[src/core/sdcw_pkg.sv]
// Purpose: shared constants and carriers for the driver-control decoder
// Assumes: 20-bit serial words, msb first
// Notes:   no registers have bus offsets; words are routed by their top bits
package sdcw_pkg;
  localparam int WORD_W       = 20;
  localparam int CNT_W        = 5;
  localparam int SEL_BIT      = 19;
  localparam int RSV_BIT      = 18;
  localparam int PHU_POL_BIT  = 17;
  localparam int PHU_MAG_HI   = 16;
  localparam int PHU_MAG_LO   = 9;
  localparam int PHV_POL_BIT  = 8;
  localparam int PHV_MAG_HI   = 7;
  localparam int STEP_INTERPOLATION_ENABLE_BIT   = 9;
  localparam int DUAL_EDGE_STEP_ENABLE_BIT    = 8;
  localparam int RB_HI        = 19;
  localparam int RB_LO        = 10;
  localparam int CFG_SD_BIT   = 7;
  localparam int CFG_RS_HI    = 5;
  localparam int CFG_RS_LO    = 4;
  localparam logic [2:0] CFG_SEL = 3'h7;
  localparam logic [1:0] RDS_MICROSTEP_POSITION = 2'h0;
  localparam logic [1:0] RDS_STALL = 2'h1;
  localparam logic [1:0] RDS_SCALE = 2'h2;
  localparam logic [3:0] MICROSTEP_RESOLUTION_MAX  = 4'h8;
  localparam logic [3:0] MICROSTEP_RESOLUTION_INT  = 4'h4;
  localparam logic [3:0] INT_MULT  = 4'hf;
  localparam logic [9:0] MICROSTEP_POSITION_RST = 10'h000;

  typedef struct packed {
    logic       pol;
    logic [7:0] mag;
  } sdcw_phase_t;

  typedef struct packed {
    logic        sck_m;
    logic        sck_s;
    logic        sck_d;
    logic        csn_m;
    logic        csn_s;
    logic        csn_d;
    logic        sdi_m;
    logic        sdi_s;
    logic        step_m;
    logic        step_s;
    logic        step_d;
    logic        dir_m;
    logic        dir_s;
    logic [19:0] shin;
    logic [19:0] shout;
    logic [4:0]  bits;
    logic        sdo;
    logic        sd_off;
    logic [1:0]  readback_select;
    sdcw_phase_t ph_u;
    sdcw_phase_t ph_v;
    logic        ph_w_pol;
    logic [8:0]  ph_w_mag;
    logic        step_interpolation_enable;
    logic        dual_edge_step_enable;
    logic [3:0]  microstep_resolution;
    logic [9:0]  microstep_position;
    logic [3:0]  sub_left;
    logic        sub_dir;
    logic        wr_pulse;
  } sdcw_state_t;
endpackage : sdcw_pkg

[src/core/sdcw_core.sv]
// Purpose: serial driver-control word decode and read-back word builder
// Assumes: serial clock at most half of MCLK; mode 0 shift (sample rise)
// Notes:   step/direction and serial pins are synchronised to MCLK
`timescale 1ns/1ps
`default_nettype none
module sdcw_core (
  // clock and reset
  input  wire logic        MCLK,
  input  wire logic        RST_N,
  // serial port
  input  wire logic        SCK,
  input  wire logic        CS_N,
  input  wire logic        SDI,
  output logic             SDO,
  // step and direction pins
  input  wire logic        STEP,
  input  wire logic        DIR,
  // status from the analogue side
  input  wire logic [9:0]  STALL_LOAD,
  input  wire logic [4:0]  CURRENT_SCALE,
  input  wire logic [7:0]  STATUS_FLAGS,
  // decoded driver outputs
  output logic             STEPDIR_DISABLE,
  output logic             PHASE_U_POL,
  output logic [7:0]       PHASE_U_MAG,
  output logic             PHASE_V_POL,
  output logic [7:0]       PHASE_V_MAG,
  output logic             PHASE_W_POL,
  output logic [8:0]       PHASE_W_MAG,
  output logic             INTERP_EN,
  output logic             DUAL_EDGE_EN,
  output logic [3:0]       MICROSTEP_RES,
  output logic [9:0]       MICROSTEP_POS,
  output logic             WORD_STROBE
);
  sdcw_pkg::sdcw_state_t s_r;
  sdcw_pkg::sdcw_state_t s_nxt;

  // ****************************************************
  // next state
  // ****************************************************
  always_comb begin
    logic        sck_rise;
    logic        sck_fall;
    logic        cs_end;
    logic        cs_start;
    logic        step_ev;
    logic [9:0]  stepw;
    logic [9:0]  mhi;
    logic [19:0] w;
    logic signed [9:0] su;
    logic signed [9:0] sv;
    logic signed [9:0] sw;
    sck_rise = 1'b0;
    sck_fall = 1'b0;
    cs_end   = 1'b0;
    cs_start = 1'b0;
    step_ev  = 1'b0;
    stepw    = 10'h000;
    mhi      = 10'h000;
    w        = 20'h00000;
    su       = 10'sh000;
    sv       = 10'sh000;
    sw       = 10'sh000;
    s_nxt    = s_r;
    s_nxt.sck_m  = SCK;
    s_nxt.sck_s  = s_r.sck_m;
    s_nxt.sck_d  = s_r.sck_s;
    s_nxt.csn_m  = CS_N;
    s_nxt.csn_s  = s_r.csn_m;
    s_nxt.csn_d  = s_r.csn_s;
    s_nxt.sdi_m  = SDI;
    s_nxt.sdi_s  = s_r.sdi_m;
    s_nxt.step_m = STEP;
    s_nxt.step_s = s_r.step_m;
    s_nxt.step_d = s_r.step_s;
    s_nxt.dir_m  = DIR;
    s_nxt.dir_s  = s_r.dir_m;
    s_nxt.wr_pulse = 1'b0;
    sck_rise = s_r.sck_s & ~s_r.sck_d;
    sck_fall = ~s_r.sck_s & s_r.sck_d;
    cs_end   = s_r.csn_s & ~s_r.csn_d;
    cs_start = ~s_r.csn_s & s_r.csn_d;
    // read-back word, loaded at select
    unique case (s_r.readback_select)
      sdcw_pkg::RDS_MICROSTEP_POSITION: mhi = s_r.microstep_position;
      sdcw_pkg::RDS_STALL: mhi = STALL_LOAD;
      default:             mhi = {STALL_LOAD[9:5], CURRENT_SCALE};
    endcase
    if (cs_start) begin
      s_nxt.shout = {mhi, 2'h0, STATUS_FLAGS};
      s_nxt.bits  = '0;
      s_nxt.sdo   = mhi[9];
    end else if (!s_r.csn_s && sck_rise) begin
      s_nxt.shin = {s_r.shin[18:0], s_r.sdi_s};
      if (s_r.bits != 5'h1f) begin
        s_nxt.bits = s_r.bits + 5'h01;
      end
    end else if (!s_r.csn_s && sck_fall) begin
      s_nxt.shout = {s_r.shout[18:0], 1'b0};
      s_nxt.sdo   = s_r.shout[18];
    end
    // commit at deselect: only whole 20-bit words
    if (cs_end && s_r.bits == 5'(sdcw_pkg::WORD_W)) begin
      w = s_r.shin;
      s_nxt.wr_pulse = 1'b1;
      if (!w[sdcw_pkg::SEL_BIT]) begin
        if (s_r.sd_off) begin
          s_nxt.ph_u.pol = w[sdcw_pkg::PHU_POL_BIT];
          s_nxt.ph_u.mag = w[sdcw_pkg::PHU_MAG_HI:sdcw_pkg::PHU_MAG_LO];
          s_nxt.ph_v.pol = w[sdcw_pkg::PHV_POL_BIT];
          s_nxt.ph_v.mag = w[sdcw_pkg::PHV_MAG_HI:0];
        end else begin
          s_nxt.step_interpolation_enable = w[sdcw_pkg::STEP_INTERPOLATION_ENABLE_BIT];
          s_nxt.dual_edge_step_enable  = w[sdcw_pkg::DUAL_EDGE_STEP_ENABLE_BIT];
          if (w[3:0] <= sdcw_pkg::MICROSTEP_RESOLUTION_MAX) begin
            s_nxt.microstep_resolution = w[3:0];
          end
        end
      end else if (w[19:17] == sdcw_pkg::CFG_SEL) begin
        s_nxt.sd_off = w[sdcw_pkg::CFG_SD_BIT];
        s_nxt.readback_select  = w[sdcw_pkg::CFG_RS_HI:sdcw_pkg::CFG_RS_LO];
      end
    end
    // phase w = -(u + v), signed
    su = s_r.ph_u.pol ? -$signed({2'b00, s_r.ph_u.mag})
                      : $signed({2'b00, s_r.ph_u.mag});
    sv = s_r.ph_v.pol ? -$signed({2'b00, s_r.ph_v.mag})
                      : $signed({2'b00, s_r.ph_v.mag});
    sw = -(su + sv);
    s_nxt.ph_w_pol = sw[9];
    s_nxt.ph_w_mag = sw[9] ? 9'(-sw) : sw[8:0];
    // step handling: dual edge and interpolation
    step_ev = s_r.dual_edge_step_enable ? (s_r.step_s ^ s_r.step_d)
                        : (s_r.step_s & ~s_r.step_d);
    stepw = 10'(10'h001 << s_r.microstep_resolution);
    if (!s_r.sd_off) begin
      if (step_ev) begin
        if (s_r.step_interpolation_enable && s_r.microstep_resolution == sdcw_pkg::MICROSTEP_RESOLUTION_INT) begin
          s_nxt.sub_left = sdcw_pkg::INT_MULT;
          s_nxt.sub_dir  = s_r.dir_s;
          s_nxt.microstep_position = s_r.dir_s ? s_r.microstep_position - 10'h001
                                  : s_r.microstep_position + 10'h001;
        end else begin
          // no realignment on resolution change
          s_nxt.microstep_position = s_r.dir_s ? s_r.microstep_position - stepw
                                  : s_r.microstep_position + stepw;
        end
      end else if (s_r.sub_left != 4'h0) begin
        s_nxt.sub_left = s_r.sub_left - 4'h1;
        s_nxt.microstep_position = s_r.sub_dir ? s_r.microstep_position - 10'h001
                                  : s_r.microstep_position + 10'h001;
      end
    end
  end

  // ****************************************************
  // state register
  // ****************************************************
  always_ff @(posedge MCLK or negedge RST_N) begin
    if (!RST_N) begin
      s_r          <= '0;
      s_r.sck_m    <= 1'b0;
      s_r.csn_m    <= 1'b1;
      s_r.csn_s    <= 1'b1;
      s_r.csn_d    <= 1'b1;
      s_r.microstep_position    <= sdcw_pkg::MICROSTEP_POSITION_RST;
    end else begin
      s_r <= s_nxt;
    end
  end

  assign SDO             = s_r.sdo;
  assign STEPDIR_DISABLE = s_r.sd_off;
  assign PHASE_U_POL     = s_r.ph_u.pol;
  assign PHASE_U_MAG     = s_r.ph_u.mag;
  assign PHASE_V_POL     = s_r.ph_v.pol;
  assign PHASE_V_MAG     = s_r.ph_v.mag;
  assign PHASE_W_POL     = s_r.ph_w_pol;
  assign PHASE_W_MAG     = s_r.ph_w_mag;
  assign INTERP_EN       = s_r.step_interpolation_enable;
  assign DUAL_EDGE_EN    = s_r.dual_edge_step_enable;
  assign MICROSTEP_RES   = s_r.microstep_resolution;
  assign MICROSTEP_POS   = s_r.microstep_position;
  assign WORD_STROBE     = s_r.wr_pulse;

  // ****************************************************
  // assertions
  // ****************************************************
  a_phase_w_sum: assert property (@(posedge MCLK) disable iff (!RST_N)
    ##1 ($past(s_r.ph_u.mag) == s_r.ph_u.mag &&
         $past(s_r.ph_v.mag) == s_r.ph_v.mag &&
         $past(s_r.ph_u.pol) == s_r.ph_u.pol &&
         $past(s_r.ph_v.pol) == s_r.ph_v.pol) |->
    ((s_r.ph_u.pol ? -int'(s_r.ph_u.mag) : int'(s_r.ph_u.mag)) +
     (s_r.ph_v.pol ? -int'(s_r.ph_v.mag) : int'(s_r.ph_v.mag)) +
     (s_r.ph_w_pol ? -int'(s_r.ph_w_mag) : int'(s_r.ph_w_mag)) == 0))
    else $error("phase w not negated sum");
  a_rb_microstep_position: assert property (@(posedge MCLK) disable iff (!RST_N)
    (s_r.csn_d && !s_r.csn_s && s_r.readback_select == sdcw_pkg::RDS_MICROSTEP_POSITION)
    |=> s_r.shout[19:10] == $past(s_r.microstep_position))
    else $error("read-back high bits not position");
  a_rb_flags: assert property (@(posedge MCLK) disable iff (!RST_N)
    (s_r.csn_d && !s_r.csn_s) |=> s_r.shout[7:0] == $past(STATUS_FLAGS))
    else $error("read-back flags wrong");
  a_commit_only_end: assert property (@(posedge MCLK)
    disable iff (!RST_N)
    s_r.wr_pulse |-> $past(s_r.csn_s) && !$past(s_r.csn_d))
    else $error("word committed without deselect");
  a_mode_hold: assert property (@(posedge MCLK) disable iff (!RST_N)
    (!s_r.wr_pulse && !$past(s_r.wr_pulse)) |-> $stable(s_r.sd_off))
    else $error("mode changed without word");
  a_direct_fields: assert property (@(posedge MCLK) disable iff (!RST_N)
    (s_r.csn_s && !s_r.csn_d && s_r.bits == 5'h14 && !s_r.shin[19]
     && s_r.sd_off) |=> s_r.ph_u.mag == $past(s_r.shin[16:9]) &&
     s_r.ph_v.pol == $past(s_r.shin[8]))
    else $error("direct fields misdecoded");
  a_cfg_route: assert property (@(posedge MCLK) disable iff (!RST_N)
    (s_r.csn_s && !s_r.csn_d && s_r.shin[19]) |=>
    $stable(s_r.ph_u) && $stable(s_r.microstep_resolution))
    else $error("config word touched driver control");
  a_dual_edge_step_enable_step: assert property (@(posedge MCLK) disable iff (!RST_N)
    (!s_r.sd_off && s_r.dual_edge_step_enable && (s_r.step_s ^ s_r.step_d) &&
     !s_r.step_interpolation_enable) |=> !$stable(s_r.microstep_position))
    else $error("dual edge step lost");
  a_res_range: assert property (@(posedge MCLK) disable iff (!RST_N)
    s_r.microstep_resolution <= sdcw_pkg::MICROSTEP_RESOLUTION_MAX)
    else $error("resolution code out of range");
  c_word_commit: cover property (@(posedge MCLK) s_r.wr_pulse);
  c_direct_mode: cover property (@(posedge MCLK) s_r.sd_off && s_r.wr_pulse);
  c_interp: cover property (@(posedge MCLK) s_r.sub_left == 4'h1);
  c_scale_rd: cover property (@(posedge MCLK)
    s_r.readback_select == sdcw_pkg::RDS_SCALE && !s_r.csn_s);
endmodule : sdcw_core
`default_nettype wire

[config.mk]
export PLATFORM = sky130hd
export DESIGN_NAME = sdcw_core
export DESIGN_NICKNAME = d
export VERILOG_FILES = /design/src/core/sdcw_pkg.sv /design/src/core/sdcw_core.sv
export SDC_FILE = /design/constraint.sdc
export NUM_CORES = 1
export LEC_CHECK = 0
export ABC_AREA = 1
export ABC_CLOCK_PERIOD_IN_PS = 5350
export BUFFER_PORTS_ARGS = -buffer_cell sky130_fd_sc_hd__buf_2
export CORE_MARGIN = 2
export CORE_UTILIZATION = 50
export DETAILED_ROUTE_END_ITERATION = 8
export PLACE_DENSITY = 0.7
export SYNTH_ARGS = -nofsm -noshare
export SYNTH_HDL_FRONTEND = slang
export SYNTH_SLANG_ARGS = --single-unit
[constraint.sdc]
create_clock -name MCLK -period 5.35 [get_ports MCLK]
set_clock_uncertainty 0.1 [all_clocks]
set_input_delay 0.8025 -clock MCLK [delete_from_list [all_inputs] [get_ports MCLK]]
set_output_delay 0.8025 -clock MCLK [all_outputs]
set_load 0.02 [all_outputs]
======== After elaboration in Yosys (flattened, before gate mapping) ========
Index checks and enable logic that the tools add are counted.
cells by class
  add/subtract/negate cells ............... 11
  multipliers ............................. 0
  divide/modulo/power cells ............... 0
  order comparisons ....................... 1
  equality and inequality tests ........... 7
  shifts and indexed selects .............. 1
  mux-type cells .......................... 20
  bitwise logic cells ..................... 14
  reductions and logical operators ........ 21
operators with widths
  cell                                                                  count
  10-bit two-way mux                                                    6
  19-bit two-way mux                                                    2
  14-bit two-way mux                                                    2
  25-bit two-way mux                                                    1
  10-bit adder                                                          2
  8-bit negator with 10-bit output                                      2
  10-bit one-hot mux with 2 select lines                                1
  5-bit two-way mux                                                     3
  3-bit AND reduction                                                   5
  10-bit by 1-bit adder with 10-bit output, second input constant       1
  10-bit negator                                                        1
  1-bit by 4-bit left shift with 10-bit output, first input constant    1
  10-bit by 1-bit subtractor with 10-bit output, second input constant  1
  10-bit subtractor                                                     1
  9-bit two-way mux                                                     1
  9-bit negator                                                         1
  1-bit inverter                                                        8
  2-bit AND reduction                                                   4
  2-bit nonzero test                                                    4
  5-bit by 1-bit adder with 5-bit output, second input constant         1
  1-bit AND                                                             5
  5-bit == test, second input constant                                  1
  5-bit != test, second input constant                                  1
  4-bit by 3-bit == test with 1-bit output, second input constant       1
  13 further kinds                                                      19
storage, ports and cells
  register bits after elaboration ......... 111
  bits in latches ......................... 0
  memory bits (writable) .................. 0
  memory bits (read-only) ................. 0
  input bits .............................. 30
  output and inout port bits .............. 47
  word-level logic and storage cells ...... 107
  memories kept ........................... 0

======== Depth between registers and ports, before layout ========
  word-level depth ........................ 6
  depth in mapped cells ................... 23
  gate-level depth less buffers ........... 22

======== Worst setup path before layout ========
OpenSTA, ideal clock, no wires.
  path type ............................... register to register
  from .................................... reg s_r, in the netlist PHASE_U_MAG[0]
  to ...................................... reg s_r, in the netlist PHASE_W_MAG[8]
  library setup time ...................... 117 ps
  data arrival time ....................... 2724 ps
  data required time ...................... 5133 ps
  setup slack ............................. 2409 ps
  stages on the path, launching flop included .. 18
  buffers on the path ..................... 0
  clock period less this slack ............ 2941 ps
  path through ............................ dfrtp_1 > inv_1 > ha_1 > inv_1 > nor3_1 > a21oi_1 > xor2_1 > inv_1 > ha_1 > ha_1 > a21oi_1 > o21ai_0 > a31oi_1 > inv_1 > nand2_4 > nand2_4 > nand2_1 > nand2_1
RTL lines
  what                    line              text
  from (decl)             sdcw_core.sv:36   sdcw_pkg::sdcw_state_t s_r;
  from (signal assigned)  sdcw_core.sv:169  s_r <= s_nxt;

==> flow_summary.yaml <==
synth:
  ys_types: 45
  synth_compound_area_share_pct: 13.0
  syn_inst: 971
  yosysWarningCount: 0
  ys.flop_type: "dfrtp_1"
  async_flop_share_pct: 100
  synth_area_um2: 7220
  synth_edf_count: 0
  yosys_register_bits: 111
  synthMuxAreaShare_pct: 0
  synthAdderAreaFrac_pct: 6.97
  synth_xor_area_share_pct: 3.40
  seq_area_frac_synth_pct: 38.5
  avgSynthCellArea_um2: 7.43
  synth_top_family_by_area: "simple AND/OR/NAND/NOR gates"
  synth_simple_gate_area_share_pct: 25.4
  syn-num-nets: 1040
placement:
  dp_hpwl_mm: 11.8
  gp_congestion: 0.886
  dp_slack_ns: 2.14
  io_buffers: 76
drt:
  num_vias: 6061
  wirelength_mm: 15.5
  initialDrtViolationCount: 349
  wl_per_cell_um: 13.1
  remaining_drc_errors: 0
  via_per_inst: 5.12
  ant_nets: 0
  dr.pass1.iters: 7
sta:
  tightest_slew_ns: 0.910
  setup_violations: 0
  fmax_mhz: 309
  hold_viol: 0
  slew_headroom_pct: 39.4
  slew_violations: 0
  worst_slack_ns: 2.11
  finalCritPeriodShare_pct: 60.6
  finalSetupTns_ns: 0
  period_needed_ns: 3.24
  rsz0062_at_grt: "false"
cells_and_area:
  nets: 1068
  nFillCells: 1347
  mostFrequentLayoutCells: "nand2_1, inv_1, dfrtp_1"
  n_antenna_cell: 0
  drive_gt1_share_pct: 12.1
  area_growth_pct: 7.85
  final_common_cell: "nand2_1"
global_routing:
  grt_pass1_wl_mm: 26.2
  gr-usage-all-layers_pct: 21.5
  antenna_found_initial: 0
  grt_pass1_vias: 5483
  overflow: 0
  grt_max_degree: 74
clock_network:
  h-tree-depth: 3
  post-cts-setup-buffers: 0
  tritoncts: "done"
  cts.clk_slew.worst_paths_ns: 0.07
  cts_hold_repair.buffers: 0
  cts_buffers: 9
  numClockSinks: 111
  cts-root-buf: "clkbuf_16"
  worstSkewPairLatency_ns: 0.35
  clockBufferDepth: 2
  post_cts_resized: 0
power_and_ir_drop:
  pwr-share-clk_pct: 27.6
  p_comb_share_pct: 32.7
  power.total_w: 0.00276
  vdd_drop_max_v: 0.000201
  p_seq_share_pct: 39.7
  internal_power_w: 0.00173
  cellPowerDensity_nw_per_um2: 354
  leakage_nw: 4.01
  power_switching_w: 0.00103
  switching_share_pct: 37.3
run:
  cap_violations: 0
worst_setup_path:
  cp_max_fo: 9
  cp_cell_sequence: "inv_1 > ha_1 > inv_1 > nor3_1 > a21oi_1 > xor2_1 > inv_1 > ha_1 > ha_1 > a21oi_1 > o21ai_0 > a31oi_1 > inv_1 > nand2_4 > nand2_4 > nand2_1 > nand2_1"
  max_stage_delay_ns: 0.39
  slowest_stage: "dfrtp_1"
  crit_top_cell: "inv_1"
  cp-start-kind: "flip-flop"
  endpoint_kind: "flip-flop"
  crit_arrival_ns: 3.38
  cp.required_ns: 5.49
  criticalPathCategory: "reg -> reg"
die:
  die_area_um2: 15400
  die_h_um: 124
  rows: 43
  dieWidth_um: 124
  io_pins: 77
  coreArea_um2: 14000
  initial_utilization_pct: 51.6
hold_path:
  hold_path.class: "reg -> reg"
run_status:
  status: "finished clean"
## cells by family (layout without fill, tap and decap cells)
logic type,count (synthesis),count (layout)
fa+ha+maj,39,39
compound gates,167,167
buf+inv,201,234
simple gates,425,425
xor+xnor,28,28
flops,111,111
## flip-flops by register name, indices dropped and copies added, names as in the netlist
name / flops
SDO: 1
INTERP_EN: 1
PHASE_U_MAG: 8
WORD_STROBE: 1
s_nxt: 8
PHASE_W_POL: 1
s_r: 56
MICROSTEP_RES: 4
PHASE_V_POL: 1
DUAL_EDGE_EN: 1
MICROSTEP_POS: 10
PHASE_W_MAG: 9
PHASE_V_MAG: 8
PHASE_U_POL: 1
STEPDIR_DISABLE: 1
## final cells by class
| type | count | area (um2) | share of cell area [%] |
|---|---|---|---|
| multi-input cells | 659 | 3510 | 45.1 |
| flip-flops and latches | 111 | 2780 | 35.7 |
| clock inverters | 6 | 109 | 1.40 |
| repair buffers | 78 | 398 | 5.11 |
| well taps | 180 | 225 | 2.89 |
| clock buffers | 10 | 229 | 2.94 |
| inverters | 140 | 528 | 6.78 |
## synthesized netlist by cell type, types with 2 or more instances
cell	number	area share, %
clkbuf_1	12	0.62
buf_4	39	4.1
buf_2	9	0.62
a211oi_1	4	0.42
o211ai_1	9	0.94
inv_2	5	0.26
xnor2_1	5	0.61
dfstp_2	3	1.1
xor2_1	23	2.8
o21ai_2	3	0.36
nor3_1	9	0.62
nand4_1	10	0.87
or2_1	2	0.17
o221ai_1	6	0.73
nor2_4	2	0.31
nand2_4	2	0.31
nor2_2	4	0.35
o21ai_1	13	0.90
inv_1	134	7.0
nand3b_1	7	0.73
a22oi_1	2	0.21
o21ai_0	77	5.3
a31oi_1	4	0.35
fa_1	2	0.55
nor2_1	77	4.0
nand2_1	246	13
ha_1	37	6.4
a21oi_1	44	3.1
dfrtp_1	108	37
nand3_1	58	4.0
## power by group through the flow
stage / clock (W) / combinational, W / sequential (W)
finish: 0.000761 / 0.000901 / 0.00110
global route: 0.000808 / 0.00104 / 0.00111
CTS: 0.000774 / 0.000899 / 0.00109
detailed placement: 0 / 0.000891 / 0.00111
global placement: 0 / 0.000883 / 0.00111
floorplan: 0 / 0.000767 / 0.00104
## metal layers
metal	vias up	share of wire, %	wire length [um]	global-route usage (%)
li1	3146	-	-	-
met1	2769	49	7630	31.0
met2	126	45	6990	33.2
met3	20	4.2	657	3.48
met4	0	1.7	257	6.46
met5	-	0	0	0
## worst max-delay path, delay by kind of cell, from the launching register on
family                     cells  cell delay, ns
DFF                            1            0.39
adders and majority gates      3            0.82
buffers and inverters          4            0.32
and+or+nand+nor                5            0.57
xor gates and xnor gates       1            0.14
AOI/OAI and AO/OA              4            0.78
## path summary, 6_finish.rpt
check | from | to | slack (ns) | cells after the start
setup / recovery | PHASE_U_MAG[0] | PHASE_W_MAG[8] | 2.11 | 17
hold / removal | s_nxt[99] | s_r[99] | 0.25 | 0
setup reg to reg | PHASE_U_MAG[0] | PHASE_W_MAG[8] | 2.11 | 17
hold reg to reg | s_nxt[99] | s_r[99] | 0.25 | 0
max in group asynchronous | RST_N | PHASE_U_MAG[6] | 3.62 | 2
min in group asynchronous | RST_N | MICROSTEP_POS[5] | 0.44 | 1
## metrics by stage
step / utilization, % / cell area [um2] / instances / hold slack, ns
global placement: 53.2 / 7450 / 1168 / 0.234
detailed placement: 53.2 / 7450 / 1168 / 0.241
finish: 55.7 / 7780 / 1184 / 0.251
floorplan: - / 7220 / 971 / 0.231
CTS: 55.7 / 7780 / 1184 / 0.256
global route: 55.7 / 7780 / 1184 / 0.261
No activity file was read; power rests on OpenSTA's default activity.
